**src/shared/ppcv_pkg.sv**
```systemverilog
package ppcv_pkg;
	// Byte addresses of the port value registers
	localparam logic [7:0] PORT0_VALUES_OFF = 8'h80;
	localparam logic [7:0] PORT1_VALUES_OFF = 8'h90;
	localparam logic [7:0] PORT2_VALUES_OFF = 8'ha0;
	localparam logic [7:0] PORT3_VALUES_OFF = 8'hb0;
	// Configuration registers, one per port
	localparam logic [7:0] PORT0_CONFIG_OFF = 8'hc0;
	localparam logic [7:0] PORT1_CONFIG_OFF = 8'hc4;
	localparam logic [7:0] PORT2_CONFIG_OFF = 8'hc8;
	localparam logic [7:0] PORT3_CONFIG_OFF = 8'hcc;
	// Package variant mask register (present pins, read only)
	localparam logic [7:0] PRESENT_OFF      = 8'hd0;
	// Field positions in a configuration write
	localparam int MODE_HI   = 7;
	localparam int MODE_LO   = 5;
	localparam int INMODE_HI = 6;
	localparam int DIR_BIT   = 4;
	localparam int SAVE_BIT  = 3;
	localparam int IDX_HI    = 2;
	// Reset values
	localparam logic [7:0] VALUES_RST  = 8'hff;
	localparam logic [2:0] OUTMODE_RST = 3'h0;
	localparam logic [1:0] INMODE_RST  = 2'h0;
	// Mode encodings
	localparam logic [2:0] OUT_NORMAL  = 3'h0;
	localparam logic [2:0] OUT_HIGH    = 3'h3;
	localparam logic [1:0] IN_NOPULL   = 2'h0;
	localparam logic [1:0] IN_PULLDOWN = 2'h1;
	localparam logic [1:0] IN_PULLUP   = 2'h2;
	localparam logic [1:0] IN_OFF      = 2'h3;
	// AXI responses
	localparam logic [1:0] RESP_OKAY   = 2'h0;
	localparam logic [1:0] RESP_SLVERR = 2'h2;
	localparam int NUM_PORTS = 4;
endpackage

```
**src/logic/ppcv_top.sv**
```systemverilog
`timescale 1ns/100ps
// Functional notes
// - Input mode 00 buffer on no pull, 01 pull-down, 10 pull-up, 11 buffer off.
// - A config read returns the mode of the saved pin, input or output per saved direction.
// - Direction bit 0 acts on output configuration and 1 on input configuration.
// - With save-for-read set, index and direction are stored and no mode changes.
// - With save-for-read clear, the addressed pin's selected mode takes the mode field.
// - Four 8-bit value registers reset to ff; reads give pin levels, writes set outputs.
// - Present pins depend on package variant; absent indices are reserved.
// - Output mode 000 is normal drive, 011 high drive, other codes illegal.
// - Config bit 4 is direction, bit 3 save-for-read, bits 2:0 pin index.
module ppcv_top #(
	parameter logic [31:0] PRESENT_MASK = 32'hffffffff
) (
	// Clock, reset, enable
	input  wire logic        aclk,
	input  wire logic        aresetn,
	input  wire logic        clk_en,
	// AXI4-Lite write address
	input  wire logic [7:0]  s_axi_awaddr,
	input  wire logic        s_axi_awvalid,
	output logic             s_axi_awready,
	// AXI4-Lite write data
	input  wire logic [31:0] s_axi_wdata,
	input  wire logic [3:0]  s_axi_wstrb,
	input  wire logic        s_axi_wvalid,
	output logic             s_axi_wready,
	// AXI4-Lite write response
	output logic [1:0]       s_axi_bresp,
	output logic             s_axi_bvalid,
	input  wire logic        s_axi_bready,
	// AXI4-Lite read
	input  wire logic [7:0]  s_axi_araddr,
	input  wire logic        s_axi_arvalid,
	output logic             s_axi_arready,
	output logic [31:0]      s_axi_rdata,
	output logic [1:0]       s_axi_rresp,
	output logic             s_axi_rvalid,
	input  wire logic        s_axi_rready,
	// Pins
	input  wire logic [31:0] pin_in,
	output logic      [31:0] pin_out,
	output logic      [95:0] pin_out_mode,
	output logic      [63:0] pin_in_mode
);
	logic [7:0]  awaddr_q, awaddr_d;
	logic        aw_full_q, aw_full_d;
	logic [7:0]  wdata_q, wdata_d;
	logic        wstb0_q, wstb0_d;
	logic        w_full_q, w_full_d;
	logic        bvalid_q, bvalid_d;
	logic [1:0]  bresp_q, bresp_d;
	logic        rvalid_q, rvalid_d;
	logic [1:0]  rresp_q, rresp_d;
	logic [31:0] rdata_q, rdata_d;
	logic [31:0] val_q, val_d;
	logic [31:0] sync1_q, sync2_q;
	logic        do_wr;
	logic        wr_ok;
	logic [3:0]  cfg_wr;
	logic [7:0]  cfg_rd [4];

	// Channel readiness: one write in flight, held until response taken.
	// Ready drops while the enable is low, since frozen registers could not take the item;
	// valid outputs hold their value then, so a master must not finish a response meanwhile.
	assign s_axi_awready = clk_en && !aw_full_q && !bvalid_q;
	assign s_axi_wready  = clk_en && !w_full_q && !bvalid_q;
	assign s_axi_arready = clk_en && !rvalid_q;
	assign s_axi_bvalid  = bvalid_q;
	assign s_axi_bresp   = bresp_q;
	assign s_axi_rvalid  = rvalid_q;
	assign s_axi_rresp   = rresp_q;
	assign s_axi_rdata   = rdata_q;
	assign pin_out       = val_q;
	assign do_wr         = aw_full_q && w_full_q && !bvalid_q;

	// Address decode of the captured write
	always_comb
	begin
		wr_ok  = 1'b1;
		cfg_wr = 4'h0;
		case (awaddr_q)
			ppcv_pkg::PORT0_VALUES_OFF, ppcv_pkg::PORT1_VALUES_OFF,
			ppcv_pkg::PORT2_VALUES_OFF, ppcv_pkg::PORT3_VALUES_OFF,
			ppcv_pkg::PRESENT_OFF: wr_ok = 1'b1;
			ppcv_pkg::PORT0_CONFIG_OFF: cfg_wr[0] = do_wr && wstb0_q;
			ppcv_pkg::PORT1_CONFIG_OFF: cfg_wr[1] = do_wr && wstb0_q;
			ppcv_pkg::PORT2_CONFIG_OFF: cfg_wr[2] = do_wr && wstb0_q;
			ppcv_pkg::PORT3_CONFIG_OFF: cfg_wr[3] = do_wr && wstb0_q;
			default: wr_ok = 1'b0;
		endcase
	end

	// Write path next state
	always_comb
	begin
		awaddr_d  = awaddr_q;
		aw_full_d = aw_full_q;
		wdata_d   = wdata_q;
		wstb0_d   = wstb0_q;
		w_full_d  = w_full_q;
		bvalid_d  = bvalid_q;
		bresp_d   = bresp_q;
		val_d     = val_q;
		if (s_axi_awvalid && s_axi_awready)
		begin
			awaddr_d  = {s_axi_awaddr[7:2], 2'b00};
			aw_full_d = 1'b1;
		end
		if (s_axi_wvalid && s_axi_wready)
		begin
			wdata_d  = s_axi_wdata[7:0];
			wstb0_d  = s_axi_wstrb[0];
			w_full_d = 1'b1;
		end
		if (do_wr)
		begin
			aw_full_d = 1'b0;
			w_full_d  = 1'b0;
			bvalid_d  = 1'b1;
			bresp_d   = wr_ok ? ppcv_pkg::RESP_OKAY : ppcv_pkg::RESP_SLVERR;
			if (wstb0_q)
			begin
				case (awaddr_q)
					ppcv_pkg::PORT0_VALUES_OFF: val_d[7:0]   = wdata_q;
					ppcv_pkg::PORT1_VALUES_OFF: val_d[15:8]  = wdata_q;
					ppcv_pkg::PORT2_VALUES_OFF: val_d[23:16] = wdata_q;
					ppcv_pkg::PORT3_VALUES_OFF: val_d[31:24] = wdata_q;
					default: val_d = val_q;
				endcase
			end
		end
		if (bvalid_q && s_axi_bready)
			bvalid_d = 1'b0;
	end

	// Read path next state: pin levels, not output latches, are returned
	always_comb
	begin
		rvalid_d = rvalid_q;
		rresp_d  = rresp_q;
		rdata_d  = rdata_q;
		if (s_axi_arvalid && s_axi_arready)
		begin
			rvalid_d = 1'b1;
			rresp_d  = ppcv_pkg::RESP_OKAY;
			rdata_d  = 32'h0;
			case ({s_axi_araddr[7:2], 2'b00})
				ppcv_pkg::PORT0_VALUES_OFF: rdata_d[7:0] = sync2_q[7:0];
				ppcv_pkg::PORT1_VALUES_OFF: rdata_d[7:0] = sync2_q[15:8];
				ppcv_pkg::PORT2_VALUES_OFF: rdata_d[7:0] = sync2_q[23:16];
				ppcv_pkg::PORT3_VALUES_OFF: rdata_d[7:0] = sync2_q[31:24];
				ppcv_pkg::PORT0_CONFIG_OFF: rdata_d[7:0] = cfg_rd[0];
				ppcv_pkg::PORT1_CONFIG_OFF: rdata_d[7:0] = cfg_rd[1];
				ppcv_pkg::PORT2_CONFIG_OFF: rdata_d[7:0] = cfg_rd[2];
				ppcv_pkg::PORT3_CONFIG_OFF: rdata_d[7:0] = cfg_rd[3];
				ppcv_pkg::PRESENT_OFF:      rdata_d      = PRESENT_MASK;
				default: rresp_d = ppcv_pkg::RESP_SLVERR;
			endcase
		end
		else if (rvalid_q && s_axi_rready)
			rvalid_d = 1'b0;
	end

	// Registers; synchroniser uses no enable-dependent logic beyond freezing
	always_ff @(posedge aclk)
	begin
		if (!aresetn)
		begin
			awaddr_q  <= 8'h00;
			aw_full_q <= 1'b0;
			wdata_q   <= 8'h00;
			wstb0_q   <= 1'b0;
			w_full_q  <= 1'b0;
			bvalid_q  <= 1'b0;
			bresp_q   <= ppcv_pkg::RESP_OKAY;
			rvalid_q  <= 1'b0;
			rresp_q   <= ppcv_pkg::RESP_OKAY;
			rdata_q   <= 32'h0;
			val_q     <= {ppcv_pkg::NUM_PORTS{ppcv_pkg::VALUES_RST}};
			sync1_q   <= 32'h0;
			sync2_q   <= 32'h0;
		end
		else if (clk_en)
		begin
			awaddr_q  <= awaddr_d;
			aw_full_q <= aw_full_d;
			wdata_q   <= wdata_d;
			wstb0_q   <= wstb0_d;
			w_full_q  <= w_full_d;
			bvalid_q  <= bvalid_d;
			bresp_q   <= bresp_d;
			rvalid_q  <= rvalid_d;
			rresp_q   <= rresp_d;
			rdata_q   <= rdata_d;
			val_q     <= val_d;
			sync1_q   <= pin_in;
			sync2_q   <= sync1_q;
		end
	end

	// One configuration unit per port, absent pins masked per variant
	for (genvar p = 0; p < ppcv_pkg::NUM_PORTS; p++)
	begin : g_port
		ppcv_port_cfg #(
			.PRESENT (PRESENT_MASK[8*p +: 8])
		) u_cfg (
			.aclk     (aclk),
			.aresetn  (aresetn),
			.clk_en   (clk_en),
			.wr_stb   (cfg_wr[p]),
			.wr_data  (wdata_q),
			.rd_data  (cfg_rd[p]),
			.out_mode (pin_out_mode[24*p +: 24]),
			.in_mode  (pin_in_mode[16*p +: 16])
		);
	end

	// Bus and value checks
	a_value_reset: assert property (@(posedge aclk)
		$rose(aresetn) |-> pin_out == 32'hffffffff)
		else $error("port values not ff after reset");
	a_value_write: assert property (@(posedge aclk) disable iff (!aresetn)
		(clk_en && do_wr && wstb0_q && awaddr_q == ppcv_pkg::PORT2_VALUES_OFF)
		|=> pin_out[23:16] == $past(wdata_q))
		else $error("port value write lost");
	a_resp_hold: assert property (@(posedge aclk) disable iff (!aresetn)
		(s_axi_bvalid && !s_axi_bready) |=> s_axi_bvalid)
		else $error("write response dropped");
	a_ready_frozen: assert property (@(posedge aclk) disable iff (!aresetn)
		!clk_en |-> !s_axi_awready && !s_axi_wready && !s_axi_arready)
		else $error("bus ready while enable low");
	c_write: cover property (@(posedge aclk) s_axi_bvalid && s_axi_bready);
	c_read: cover property (@(posedge aclk) s_axi_rvalid && s_axi_rready);
endmodule

```
**src/logic/ppcv_port_cfg.sv**
```systemverilog
`timescale 1ns/100ps
// Configuration of one 8-pin port behind an indirect register
module ppcv_port_cfg #(
	parameter logic [7:0] PRESENT = 8'hff
) (
	// Clock and reset
	input  wire logic       aclk,
	input  wire logic       aresetn,
	input  wire logic       clk_en,
	// Write and read view
	input  wire logic       wr_stb,
	input  wire logic [7:0] wr_data,
	output logic      [7:0] rd_data,
	// Per-pin mode outputs
	output logic      [23:0] out_mode,
	output logic      [15:0] in_mode
);
	logic [2:0] om_q [8];
	logic [2:0] om_d [8];
	logic [1:0] im_q [8];
	logic [1:0] im_d [8];
	logic [2:0] sel_q;
	logic [2:0] sel_d;
	logic       dir_q;
	logic       dir_d;
	logic [2:0] idx;
	logic       save;
	logic       dir;
	assign idx  = wr_data[ppcv_pkg::IDX_HI:0];
	assign save = wr_data[ppcv_pkg::SAVE_BIT];
	assign dir  = wr_data[ppcv_pkg::DIR_BIT];

	// Next state: either latch the read pointer or update one pin
	always_comb
	begin
		om_d  = om_q;
		im_d  = im_q;
		sel_d = sel_q;
		dir_d = dir_q;
		if (wr_stb)
		begin
			if (save)
			begin
				sel_d = idx;
				dir_d = dir;
			end
			else if (PRESENT[idx])
			begin
				if (dir)
					im_d[idx] = wr_data[ppcv_pkg::INMODE_HI:ppcv_pkg::MODE_LO];
				else
					om_d[idx] = wr_data[ppcv_pkg::MODE_HI:ppcv_pkg::MODE_LO];
			end
		end
	end

	// State registers; enable freezes everything
	always_ff @(posedge aclk)
	begin
		if (!aresetn)
		begin
			for (int i = 0; i < 8; i++)
			begin
				om_q[i] <= ppcv_pkg::OUTMODE_RST;
				im_q[i] <= ppcv_pkg::INMODE_RST;
			end
			sel_q <= 3'h0;
			dir_q <= 1'b0;
		end
		else if (clk_en)
		begin
			om_q  <= om_d;
			im_q  <= im_d;
			sel_q <= sel_d;
			dir_q <= dir_d;
		end
	end

	// Read back mode of the saved pin, in the mode field position
	always_comb
	begin
		rd_data = 8'h00;
		if (dir_q)
			rd_data[ppcv_pkg::INMODE_HI:ppcv_pkg::MODE_LO] = im_q[sel_q];
		else
			rd_data[ppcv_pkg::MODE_HI:ppcv_pkg::MODE_LO] = om_q[sel_q];
		rd_data[ppcv_pkg::DIR_BIT] = dir_q;
		rd_data[ppcv_pkg::IDX_HI:0] = sel_q;
	end

	// Flatten modes for the pad ring
	for (genvar g = 0; g < 8; g++)
	begin : g_flat
		assign out_mode[3*g +: 3] = om_q[g];
		assign in_mode[2*g +: 2]  = im_q[g];
	end

	// Rule checks
	a_save_keeps_mode: assert property (@(posedge aclk) disable iff (!aresetn)
		(clk_en && wr_stb && save) |=> $stable(out_mode) && $stable(in_mode))
		else $error("save write changed a pin mode");
	a_save_sets_ptr: assert property (@(posedge aclk) disable iff (!aresetn)
		(clk_en && wr_stb && save) |=> (sel_q == $past(idx)) && (dir_q == $past(dir)))
		else $error("save write did not store pointer");
	a_in_update: assert property (@(posedge aclk) disable iff (!aresetn)
		(clk_en && wr_stb && !save && dir && PRESENT[idx])
		|=> im_q[$past(idx)] == $past(wr_data[6:5]))
		else $error("input mode not updated");
	a_out_update: assert property (@(posedge aclk) disable iff (!aresetn)
		(clk_en && wr_stb && !save && !dir && PRESENT[idx])
		|=> om_q[$past(idx)] == $past(wr_data[7:5]))
		else $error("output mode not updated");
	a_absent_ignored: assert property (@(posedge aclk) disable iff (!aresetn)
		(clk_en && wr_stb && !save && !PRESENT[idx]) |=> $stable(out_mode) && $stable(in_mode))
		else $error("absent pin changed");
	a_read_input: assert property (@(posedge aclk) disable iff (!aresetn)
		dir_q |-> rd_data[6:5] == in_mode[2*sel_q +: 2] && !rd_data[7])
		else $error("input mode readback wrong");
	c_save: cover property (@(posedge aclk) clk_en && wr_stb && save);
	c_in_wr: cover property (@(posedge aclk) clk_en && wr_stb && !save && dir);
	c_out_wr: cover property (@(posedge aclk) clk_en && wr_stb && !save && !dir);
endmodule

```
**config.mk**
```make
export PLATFORM = sky130hd
export DESIGN_NAME = ppcv_top
export DESIGN_NICKNAME = d
export VERILOG_FILES = /design/src/shared/ppcv_pkg.sv /design/src/logic/ppcv_top.sv /design/src/logic/ppcv_port_cfg.sv
export SDC_FILE = /design/constraint.sdc
export NUM_CORES = 1
export LEC_CHECK = 0
export ABC_AREA = 1
export BUFFER_PORTS_ARGS = -buffer_cell sky130_fd_sc_hd__buf_2
export CORE_MARGIN = 2
export CORE_UTILIZATION = 30
export DETAILED_ROUTE_END_ITERATION = 10
export PLACE_DENSITY = 0.51
export SYNTH_ARGS = -nofsm -noshare
export SYNTH_HDL_FRONTEND = slang
export SYNTH_SLANG_ARGS = --single-unit
```
**constraint.sdc**
```tcl
create_clock -name aclk -period 1.9 [get_ports aclk]
set_input_delay 0.38 -clock aclk [delete_from_list [all_inputs] [get_ports aclk]]
set_output_delay 0.38 -clock aclk [all_outputs]
set_load 0.01 [all_outputs]
```
# [After elaboration in Yosys (flattened, before gate mapping)]
# Memories as Yosys holds them, arrays and structs flattened. A register that Yosys moved wholly into a read port is not among the register bits.
# Index checks and enable logic that the tools add are counted.
[classes] magnitude_cmp=7 reduce_logical=48 n_bitwise=7 n_eq_ne=18 muxes=64
[op_table] operator="equality test 6 bit, second input constant" n=18
[op_table] operator="bitwise mux 24 bit" n=4
[op_table] operator="one-hot mux 8 bit (9 select lines)" n=1
[op_table] operator="bitwise mux 16 bit" n=4
[op_table] operator="AND reduction 5 bit" n=8
[op_table] operator="binary-select mux 3 bit (select 3 bit)" n=4
[op_table] operator="2-to-1 mux 3 bit" n=11
[op_table] operator="2-to-1 mux 2 bit" n=15
[op_table] operator="binary-select mux 2 bit (select 3 bit)" n=4
[op_table] operator="2-to-1 mux 24 bit" n=1
[op_table] operator=">= comparator 4 bit, second input constant" n=5
[op_table] operator="NOT 3 -> 4 bit" n=5
[op_table] operator="2-to-1 mux 1 bit" n=18
[op_table] operator="OR reduction 9 bit" n=2
[op_table] operator="AND reduction 2 bit" n=8
[op_table] operator="AND reduction 4 bit" n=4
[op_table] operator="logical AND 1 bit" n=14
[op_table] operator="AND reduction 3 bit" n=4
[op_table] operator="demux 3 bit (select 3 bit)" n=1
[op_table] operator="nonzero test 2 bit" n=4
[op_table] operator="demux 2 bit (select 3 bit)" n=1
[op_table] operator="zero test 1 bit" n=4
[op_table] operator="less-than comparator 3 x 4 -> 1 bit, second input constant" n=1
[op_table] operator="less-than comparator 4 x 1 -> 1 bit, second input constant" n=1
[op_table] operator="NOT 1 bit" n=2
[word_totals] rom_bits=8 ff_bits=327 mem_count=1 word_cells=233
[mem_list] name="(name not given)" depth=8 word_bits=1 read_ports=1 rd_clocked_by_memory_dff=1 write_ports=0 line="ppcv_port_cfg.sv:47" source="else if (PRESENT[idx])"

# [Longest topological paths before layout]
# Gate-level depths: netlist of run 1.
[logic_depth] ltp_word=7 depth_mapped=12

# [Cells and area by module]
# Synthesis of run 1 repeated with hierarchy kept, for this count alone.
[hier_totals] cells_unflattened=2143 hier_area_um2=14347.5
[modules_own_cells] module="ppcv_port_cfg" seq_area_each_um2=880.8 area_per_inst_um2=2215.9 cells_per_inst=354 instances=4
[modules_own_cells] module="ppcv_top" seq_area_each_um2=2522.4 area_per_inst_um2=5484.0 cells_per_inst=727 instances=1

# [Worst setup path after synthesis of run 1]
# Ideal clock, no wire load.
[synth_path] path_type="reg2reg" start="register bvalid_q (netlist: s_axi_bvalid)" end="register g_port[0].u_cfg.om_q (netlist bit g_port[0].u_cfg.out_mode[6])" period_less_slack_ps=1538 slack_ps=362 arrival_ps=1419 setup_ps=119 stages_incl_launch_ff=11 cell_sequence="dfxtp_1 inv_1 nand3_2 nor2_4 inv_2 nor3_4 inv_2 nor2_8 nand2_4 o21ai_0 a21oi_1"
[synth_via] elab_chain_cells=5
[synth_rtl] element="start, declared" line="ppcv_top.sv:51" source="logic bvalid_q, bvalid_d;"
[synth_rtl] element="start signal, assigned" line="ppcv_top.sv:191" source="bvalid_q <= bvalid_d;"
[synth_rtl] element="zero test 1 bit" line="ppcv_top.sv:75" source="assign do_wr = aw_full_q && w_full_q && !bvalid_q;"
[synth_rtl] element="logical AND 1 bit" line="ppcv_top.sv:75"
[synth_rtl] element="logical AND 1 bit" line="ppcv_top.sv:86" source="ppcv_pkg::PORT0_CONFIG_OFF: cfg_wr[0] = do_wr && wstb0_q;"
[synth_rtl] element="2-to-1 mux 1 bit" line="ppcv_top.sv:82" source="case (awaddr_q)"
[synth_rtl] element="AND reduction 5 bit (no source line)"
[synth_rtl] element="end signal, assigned by index" line="ppcv_port_cfg.sv:64" source="om_q[i] <= ppcv_pkg::OUTMODE_RST;"
[synth_rtl] element="end signal, assigned" line="ppcv_port_cfg.sv:72" source="om_q <= om_d;"
[synth_rtl] element="end, declared" line="ppcv_port_cfg.sv:18" source="logic [2:0] om_q [8];"
# No other way between the ends.
# A chain may end at the register's enable or synchronous reset.

# [Worst setup path in the final report of run 1]
[layout_path] start="register bvalid_q (netlist: s_axi_bvalid)" end="output port s_axi_wready"
[layout_via] elab_chain_cells=2
[layout_rtl] element="zero test 1 bit" line="ppcv_top.sv:67" source="assign s_axi_wready = clk_en && !w_full_q && !bvalid_q;"
[layout_rtl] element="logical AND 1 bit" line="ppcv_top.sv:67"
[layout_rtl] element="end, declared" line="ppcv_top.sv:27" source="output logic s_axi_wready,"
# No other way between the ends.

==> metrics.yaml, run 1 <==
routing:
  avgViaCountPerCell: 4.814
  finalWirelength_um: 49530
  vias: 13349
  wl_per_cell_um: 17.86
  drtIter0Drc: 1036
  drc: 0
  first_pass_iters: 5
  detail-route-antenna-nets: 0
synth:
  synthCells: 1840
  ys_seq_area_frac: 0.4540
  synth_seq_cells: 302
  synth_cell_types: 41
  syn_area_per_cell_um2: 7.238
  syn_area_um2: 13320
  yosysWarnings: 0
die:
  die_x_um: 214.7
  die-area_um2: 46090
  row_count: 77
  ios: 325
  die_h_um: 214.7
  core_um2: 44030
  start_util: 0.3025
critical_path:
  r2r_end: "s_axi_rdata[5]"
  startpoint_type: "register"
  cp-end-kind: "output port"
  worst-setup-path-type: "reg -> out"
  worstReg2RegStart: "g_port[2].u_cfg.sel_q[0]"
  arrival_ns: 1.42
  rrSetupSlack_ns: 0.12
  cp_max_fo: 3
  cp.required_ns: 1.52
  r2r_cells: 11
final_layout:
  area_delta_synth_final_pct: 28.56
  finalNetCount: 2249
  drive_gt1_frac: 0.2477
  stdcell_area_um2: 17120
  fillCellCount: 4642
clock_tree:
  cts_buffers: 36
  clock-root-buffer: "clkbuf_16"
  cts_htree_levels: 2
  path_clk_slew_ns: 0.06
  insertion_delay_ns: 0.55
  clock_path_buffers: 3
  cts_tree: "built"
  clock-sinks: 302
power_and_ir_drop:
  power.density_nw_per_um2: 836.9
  vdd_drop_max_mv: 0.5847
  leakagePower_nw: 7.646
global_route:
  antenna_found_initial: 1
  grt_overflow: 0
  grt_usage: 0.2081
  grt_pass1_wl_um: 74570
  grt_max_degree: 106
  first_global_vias: 12692
placed_design:
  placed_cell_area_um2: 15840
  portBuffers: 291
  gp_routability_congestion: 0.8546
  dpl_worst_slack_ns: -0.01695
  hpwl_um: 35840
hold_path:
  min_from: "pin_in[25]"
  min_path_type: "in -> reg"
  whs_endpoint: "sync1_q[25]"
  worstHoldPathCells: 3
sta:
  slew_viol_final: 0
  hold_viol_final: 0
  layout_min_cycle_time_ns: 1.805
  fmax_mhz: 554.1
  rsz0062_at_grt: "yes"
  tightest_slew_ns: 0.5308
  hold_slack_ns: 0.05740
  fin_crit_sh: 0.9499
  timing.final.ws_setup_ns: 0.09518
  slew_headroom: 0.6434
  setup_viol: 0
  finClkSkew_ns: 0.01947
flow_run:
  maxCapViolCount: 0
run_status:
  status: "finished clean"
==> worst max-delay path, cell delays in order, from the launching register on <==
cell and delay [ns]:
dfxtp_1 0.31, buf_4 0.13, nor2_2 0.12, inv_1 0.07, nor2_1 0.12, buf_2 0.15
==> sequential cells by signal (all words and copies together) (netlist names), 4 cells and up <==
signal,count
g_port.u_cfg.sel_q,12
awaddr_q,6
g_port.u_cfg.in_mode,64
wdata_q,8
g_port.u_cfg.out_mode,96
sync1_q,32
g_port.u_cfg.dir_q,4
s_axi_rdata,9
sync2_q,32
pin_out,32
==> layout by cell type (no fill, tap or decap), types with 10 or more instances in the layout <==
cell type / Yosys / final
dfxtp_1: 302 / 297
buf_2: 14 / 290
nand2_1: 304 / 286
o21ai_0: 253 / 243
a21oi_1: 231 / 231
inv_1: 197 / 195
nor2_1: 158 / 155
nand3_1: 135 / 135
buf_4: 27 / 93
o211ai_1: 42 / 42
clkbuf_16: 0 / 37
nand2_2: 1 / 19
inv_2: 13 / 15
buf_12: 0 / 15
nor2_4: 12 / 12
o21ai_1: 2 / 12
nor2_2: 7 / 10
nand4_1: 10 / 10
o21a_1: 10 / 10
==> cell families (layout without fill, tap and decap cells) <==
family | Yosys count | after routing | share of synthesized area
AOI/OAI and AO/OA | 549 | 549 | 0.2179
and+or+nand+nor | 651 | 651 | 0.2198
other | 1 | 3 | 0.0002816
DFF | 302 | 302 | 0.4540
buffers and inverters | 337 | 676 | 0.1080
==> worst max path at each step <==
stage	from	end	slack (ns)	cells past startpoint
after floorplan	s_axi_bvalid	g_port[0].u_cfg.out_mode[6]	0.36	10
after global placement	s_axi_araddr[6]	s_axi_rdata[1]	0.007	12
after detailed placement	s_axi_araddr[6]	s_axi_rdata[1]	-0.02	12
after CTS	s_axi_bvalid	s_axi_awready	0.008	5
after global routing	s_axi_bvalid	g_port[1].u_cfg.in_mode[7]	-0.04	11
final	s_axi_bvalid	s_axi_wready	0.1	5
==> where the power goes <==
| group | internal [mW] | switching, mW | total [mW] | leakage, nW |
|---|---|---|---|---|
| Clock | 4.02 | 2.79 | 6.81 | 0.572 |
| Sequential | 6.46 | 0.0834 | 6.54 | 2.45 |
| Combinational | 0.320 | 0.661 | 0.981 | 4.62 |
| Total | 10.8 | 3.53 | 14.3 | 7.65 |
==> metrics by stage <==
stage / total power, mW / TNS, ns / cells / util
3_3_place_gp: 7.652 / 0 / 2706 / 0.3597
5_1_grt: 14.85 / -0.09429 / 2772 / 0.3888
4_1_cts: 14.52 / 0 / 2767 / 0.3858
6_report: 14.33 / 0 / 2773 / 0.3889
2_1_floorplan: 7.246 / 0 / 1841 / -
3_5_place_dp: 7.660 / -0.01695 / 2706 / 0.3597
==> synth_stat cells <==
master         number  area share
nor3_2              4      0.0030
nor2_1            158       0.045
o22ai_1             5      0.0023
a31oi_1             2     0.00094
inv_12              1      0.0012
nand2_2             1     0.00047
inv_2              13      0.0037
nand2_1           304       0.086
nor3_1              3      0.0011
dlygate4sd1_1       2      0.0013
nand4_1            10      0.0047
buf_6               1     0.00085
o21a_1             10      0.0056
clkbuf_1           68       0.019
or2_2               1     0.00047
o21ai_1             2     0.00075
nor3b_1             1     0.00056
o21ai_0           253       0.095
nor2_8              1      0.0015
clkinv_1            2     0.00056
nor2_2              7      0.0033
a21oi_2             1     0.00066
buf_4              27       0.015
o2111ai_1           1     0.00066
clkinv_2            3      0.0011
o211a_1             1     0.00075
o211ai_1           42       0.024
conb_1              1     0.00028
buf_2              14      0.0053
dfxtp_1           302        0.45
nand3_1           135       0.051
inv_1             197       0.056
nand3_2             1     0.00075
a22oi_1             1     0.00056
buf_1               7      0.0020
a21oi_1           231       0.087
buf_8               1      0.0011
nor2_4             12       0.010
nor3_4              5      0.0061
nand2_4             8      0.0068
clkbuf_8            1      0.0010
==> layout make-up <==
class,instances,area (um^2),share of cell area
Sequential cell,302,6052,0.3535
Multi-Input combinational cell,1202,5889,0.3440
Timing Repair Buffer,399,2461,0.1437
Clock buffer,51,1059,0.06182
Inverter,216,827.0,0.04830
Tap cell,592,740.7,0.04326
Clock inverter,10,90.09,0.005262
Antenna cell,1,2.502,0.0001462
==> layer usage <==
| layer | part of all wire | global-route usage |
|---|---|---|
| met2 | 0.45 | 0.3293 |
| met4 | 0.037 | 0.08380 |
| met1 | 0.46 | 0.2801 |
| met3 | 0.054 | 0.03751 |
| met5 | 0 | 0 |
==> timing repair <==
action	CTS	global route
pin swaps	0	9
endpoints found under the hold margin	0	0
setup endpoints to repair	24	127
hold buffers	0	0
buffers inserted	0	5
resized for setup	1	36
(Power assumes the default switching activity.)
==> run 2: changes to the inputs <==
PLACE_DENSITY = 0.5   (was 0.51)
SYNTH_HIERARCHICAL = 1   (was not set)
==> run 2 against run 1 <==
  * Maximum frequency down 2.2%
  * Sequential share of layout area down 3.0 points
  * Largest power group unchanged
  * Non-clock buffer count down 22
==> metrics.yaml, run 2 <==
final_layout:
  multi_input_area_um2: 7286  # +24%
  final_common_cell: "nor2_1"
  drive_gt1_frac: 0.2673  # +0.01956
  utilization: 0.3945  # +0.005616
  finalNetCount: 2529  # +12%
  area_delta_synth_final_pct: 30.45
  layout_common_cells: "nor2_1 (449), nand2_1 (304), dfxtp_1 (292)"
  largest_reg_flops: 96  # unchanged
  regArea_um2: 6063  # +0.19%
  fillCellCount: 5086  # +9.6%
die:
  ios: 325  # unchanged
  die_h_um: 222.7  # +3.7%
  row_count: 80  # +3.9%
  die-area_um2: 49590  # +7.6%
  start_util: 0.3024  # about the same
  die_x_um: 222.7  # +3.7%
  core_um2: 47450  # +7.8%
critical_path:
  cp.required_ns: 2.34  # +0.82 ns
  critPathMaxStageDelay_ns: 0.33  # +0.02 ns
  cp_max_fo: 8  # +5
  crit_chain: "inv_2 > nor3_4 > nand4_1 > nor2_1 > buf_4 > nand2_4 > nor3_4 > buf_6 > nand2_2 > o21ai_0 > nor2_1"
  arrival_ns: 2.28  # +0.86 ns
  crit_slowest_cell: "dfxtp_2"
  startpoint_type: "register"
  worst-setup-path-type: "reg -> reg"
  cp-end-kind: "register"
power_and_ir_drop:
  total_power_mw: 14.44  # +0.78%
  power.density_nw_per_um2: 771.5  # -7.8%
  vdd_drop_max_mv: 0.4845  # -17%
  leakagePower_nw: 8.693  # +14%
sta:
  finClkSkew_ns: 0.02898  # +0.009508 ns
  fmax_mhz: 542.0  # -2.2%
  fin_crit_sh: 0.9710  # +0.02109
  slew_headroom: 0.6513  # +0.007890
  hold_slack_ns: 0.04061  # -0.01679 ns
  hold_viol_final: 0  # unchanged
  setup_viol: 0  # unchanged
  tightest_slew_ns: 0.5225  # -0.008327 ns
  setup_tns_ns: 0  # unchanged
  rsz0062_at_grt: "yes"
  layout_min_cycle_time_ns: 1.845  # +0.04008 ns
  slew_viol_final: 0  # unchanged
global_route:
  grt_max_degree: 101  # -4.7%
  first_global_vias: 13655  # +7.6%
  grt_overflow: 0  # unchanged
  antenna_found_initial: 12  # +11
  grt_usage: 0.1961  # -0.01204
  grt_pass1_wl_um: 76290  # +2.3%
flow_run:
  maxCapViolCount: 0  # unchanged
clock_tree:
  cts_htree_levels: 2  # unchanged
  insertion_delay_ns: 0.57  # +0.02 ns
  clock_path_buffers: 3  # unchanged
  cts_buffers: 36  # unchanged
  cts_tree: "built"
  clock-sinks: 302  # unchanged
  path_clk_slew_ns: 0.06  # about the same
  clock-root-buffer: "clkbuf_16"
synth:
  yosys-top-cells-count: "nor2_1 (505), nand2_1 (343), dfxtp_1 (302)"
  async_reset_ff_frac: 0  # unchanged
  yosysWarnings: 6  # +6
  ys_seq_area_frac: 0.4214  # -0.03258
  syn_area_um2: 14350  # +7.7%
  synth_cell_types: 30  # -27%
  synth_top_area_cell: "dfxtp_1"
  synth-edff-count: 0  # unchanged
  yosys.area.top_type_share: 0.4214  # -0.03258
  synth_seq_cells: 302  # unchanged
  ys.flop_type: "dfxtp_1"
  synthCells: 2143  # +16%
  yosys-top-cells-area: "dfxtp_1 (42%), nor2_1 (13%), nand2_1 (9.0%), o21ai_0 (8.7%), inv_1 (6.0%)"
  yosysMostFrequentCell: "nor2_1"
  syn_area_per_cell_um2: 6.695  # -7.5%
routing:
  finalWirelength_um: 50180  # +1.3%
  vias: 14600  # +9.4%
  first_pass_iters: 5  # unchanged
  drtIter0Drc: 881  # -15%
  avgViaCountPerCell: 4.737  # -1.6%
  drc: 0  # unchanged
  wl_per_cell_um: 16.28  # -8.8%
  detail-route-antenna-nets: 0  # unchanged
placed_design:
  gp_routability_congestion: 0.8527  # -0.22%
  portBuffers: 291  # unchanged
  hpwl_um: 36080  # +0.65%
hold_path:
  min_path_type: "in -> reg"
run_status:
  status: "finished clean"
==> run 2: cell families after synthesis <==
| kind of cell | count (synthesis) | share of synthesized area |
|---|---|---|
| other cells | 5 | 0.001308 |
| buf+inv | 386 | 0.1151 |
| compound gates | 364 | 0.1366 |
| flops | 302 | 0.4214 |
| simple gates | 1086 | 0.3256 |
==> run 2: path summary, 6_finish.rpt <==
path | from | endpoint | slack (ns) | cells after the start
hold / removal | pin_in[18] | sync1_q[18] | 0.04 | 3
setup / recovery | aw_full_q | g_port[0].u_cfg/out_mode[23] | 0.06 | 11
setup reg to reg | aw_full_q | g_port[0].u_cfg/out_mode[23] | 0.06 | 11
hold reg to reg | s_axi_rdata[2] | s_axi_rdata[2] | 0.46 | 2
==> run 2: timing repair <==
action / in CTS / in global routing
pin swaps: 9 / 59
buffers inserted: 1 / 8
endpoints found under the setup margin: 145 / 186
hold buffers: 1 / 0
gates cloned: 0 / 1
endpoints found under the hold margin: 1 / 0
resized for setup: 79 / 258
==> run 2: critical path: cells and delay by family (launching register included) <==
| family | cells | cell delay [ns] |
|---|---|---|
| buffers and inverters | 3 | 0.37 |
| flip-flops | 1 | 0.33 |
| AO/OA/AOI/OAI | 1 | 0.17 |
| AND/OR/NAND/NOR | 7 | 0.84 |
==> run 2: metrics by stage <==
| stage | std cells | cell area, um^2 | setup WS, ns |
|---|---|---|---|
| after detailed placement | 3003 | 16740 | -0.2087 |
| final | 3082 | 18720 | 0.05510 |
| after CTS | 3068 | 18070 | -0.01638 |
| after floorplan | 2144 | 14350 | 0.2188 |
| after global routing | 3078 | 18710 | -0.09272 |
| after global placement | 3003 | 16740 | -0.1533 |
==> run 2: layer usage <==
| metal | global-route usage | routed length (um) | up-vias |
|---|---|---|---|
| li1 | - | - | 7419 |
| met1 | 0.2497 | 22280 | 6724 |
| met2 | 0.3267 | 23460 | 351 |
| met3 | 0.04734 | 3099 | 92 |
| met4 | 0.06127 | 1269 | 14 |
| met5 | 0 | 77 | - |
==> run 2: power by group <==
part | switching (mW) | total, mW | internal (mW)
logic | 0.772 | 1.10 | 0.332
clock network | 2.84 | 6.81 | 3.96
registers | 0.0765 | 6.53 | 6.46
==> run 2: area by class of cell <==
| class | instances | area share |
|---|---|---|
| multi-input combinational | 1456 | 0.3893 |
| sequential | 302 | 0.3240 |
| timing repair buffer | 377 | 0.1284 |
| clock buffer | 50 | 0.05522 |
| inverter | 264 | 0.05435 |
| tap | 615 | 0.04111 |
| clock inverter | 13 | 0.007019 |
| antenna | 5 | 0.0006685 |
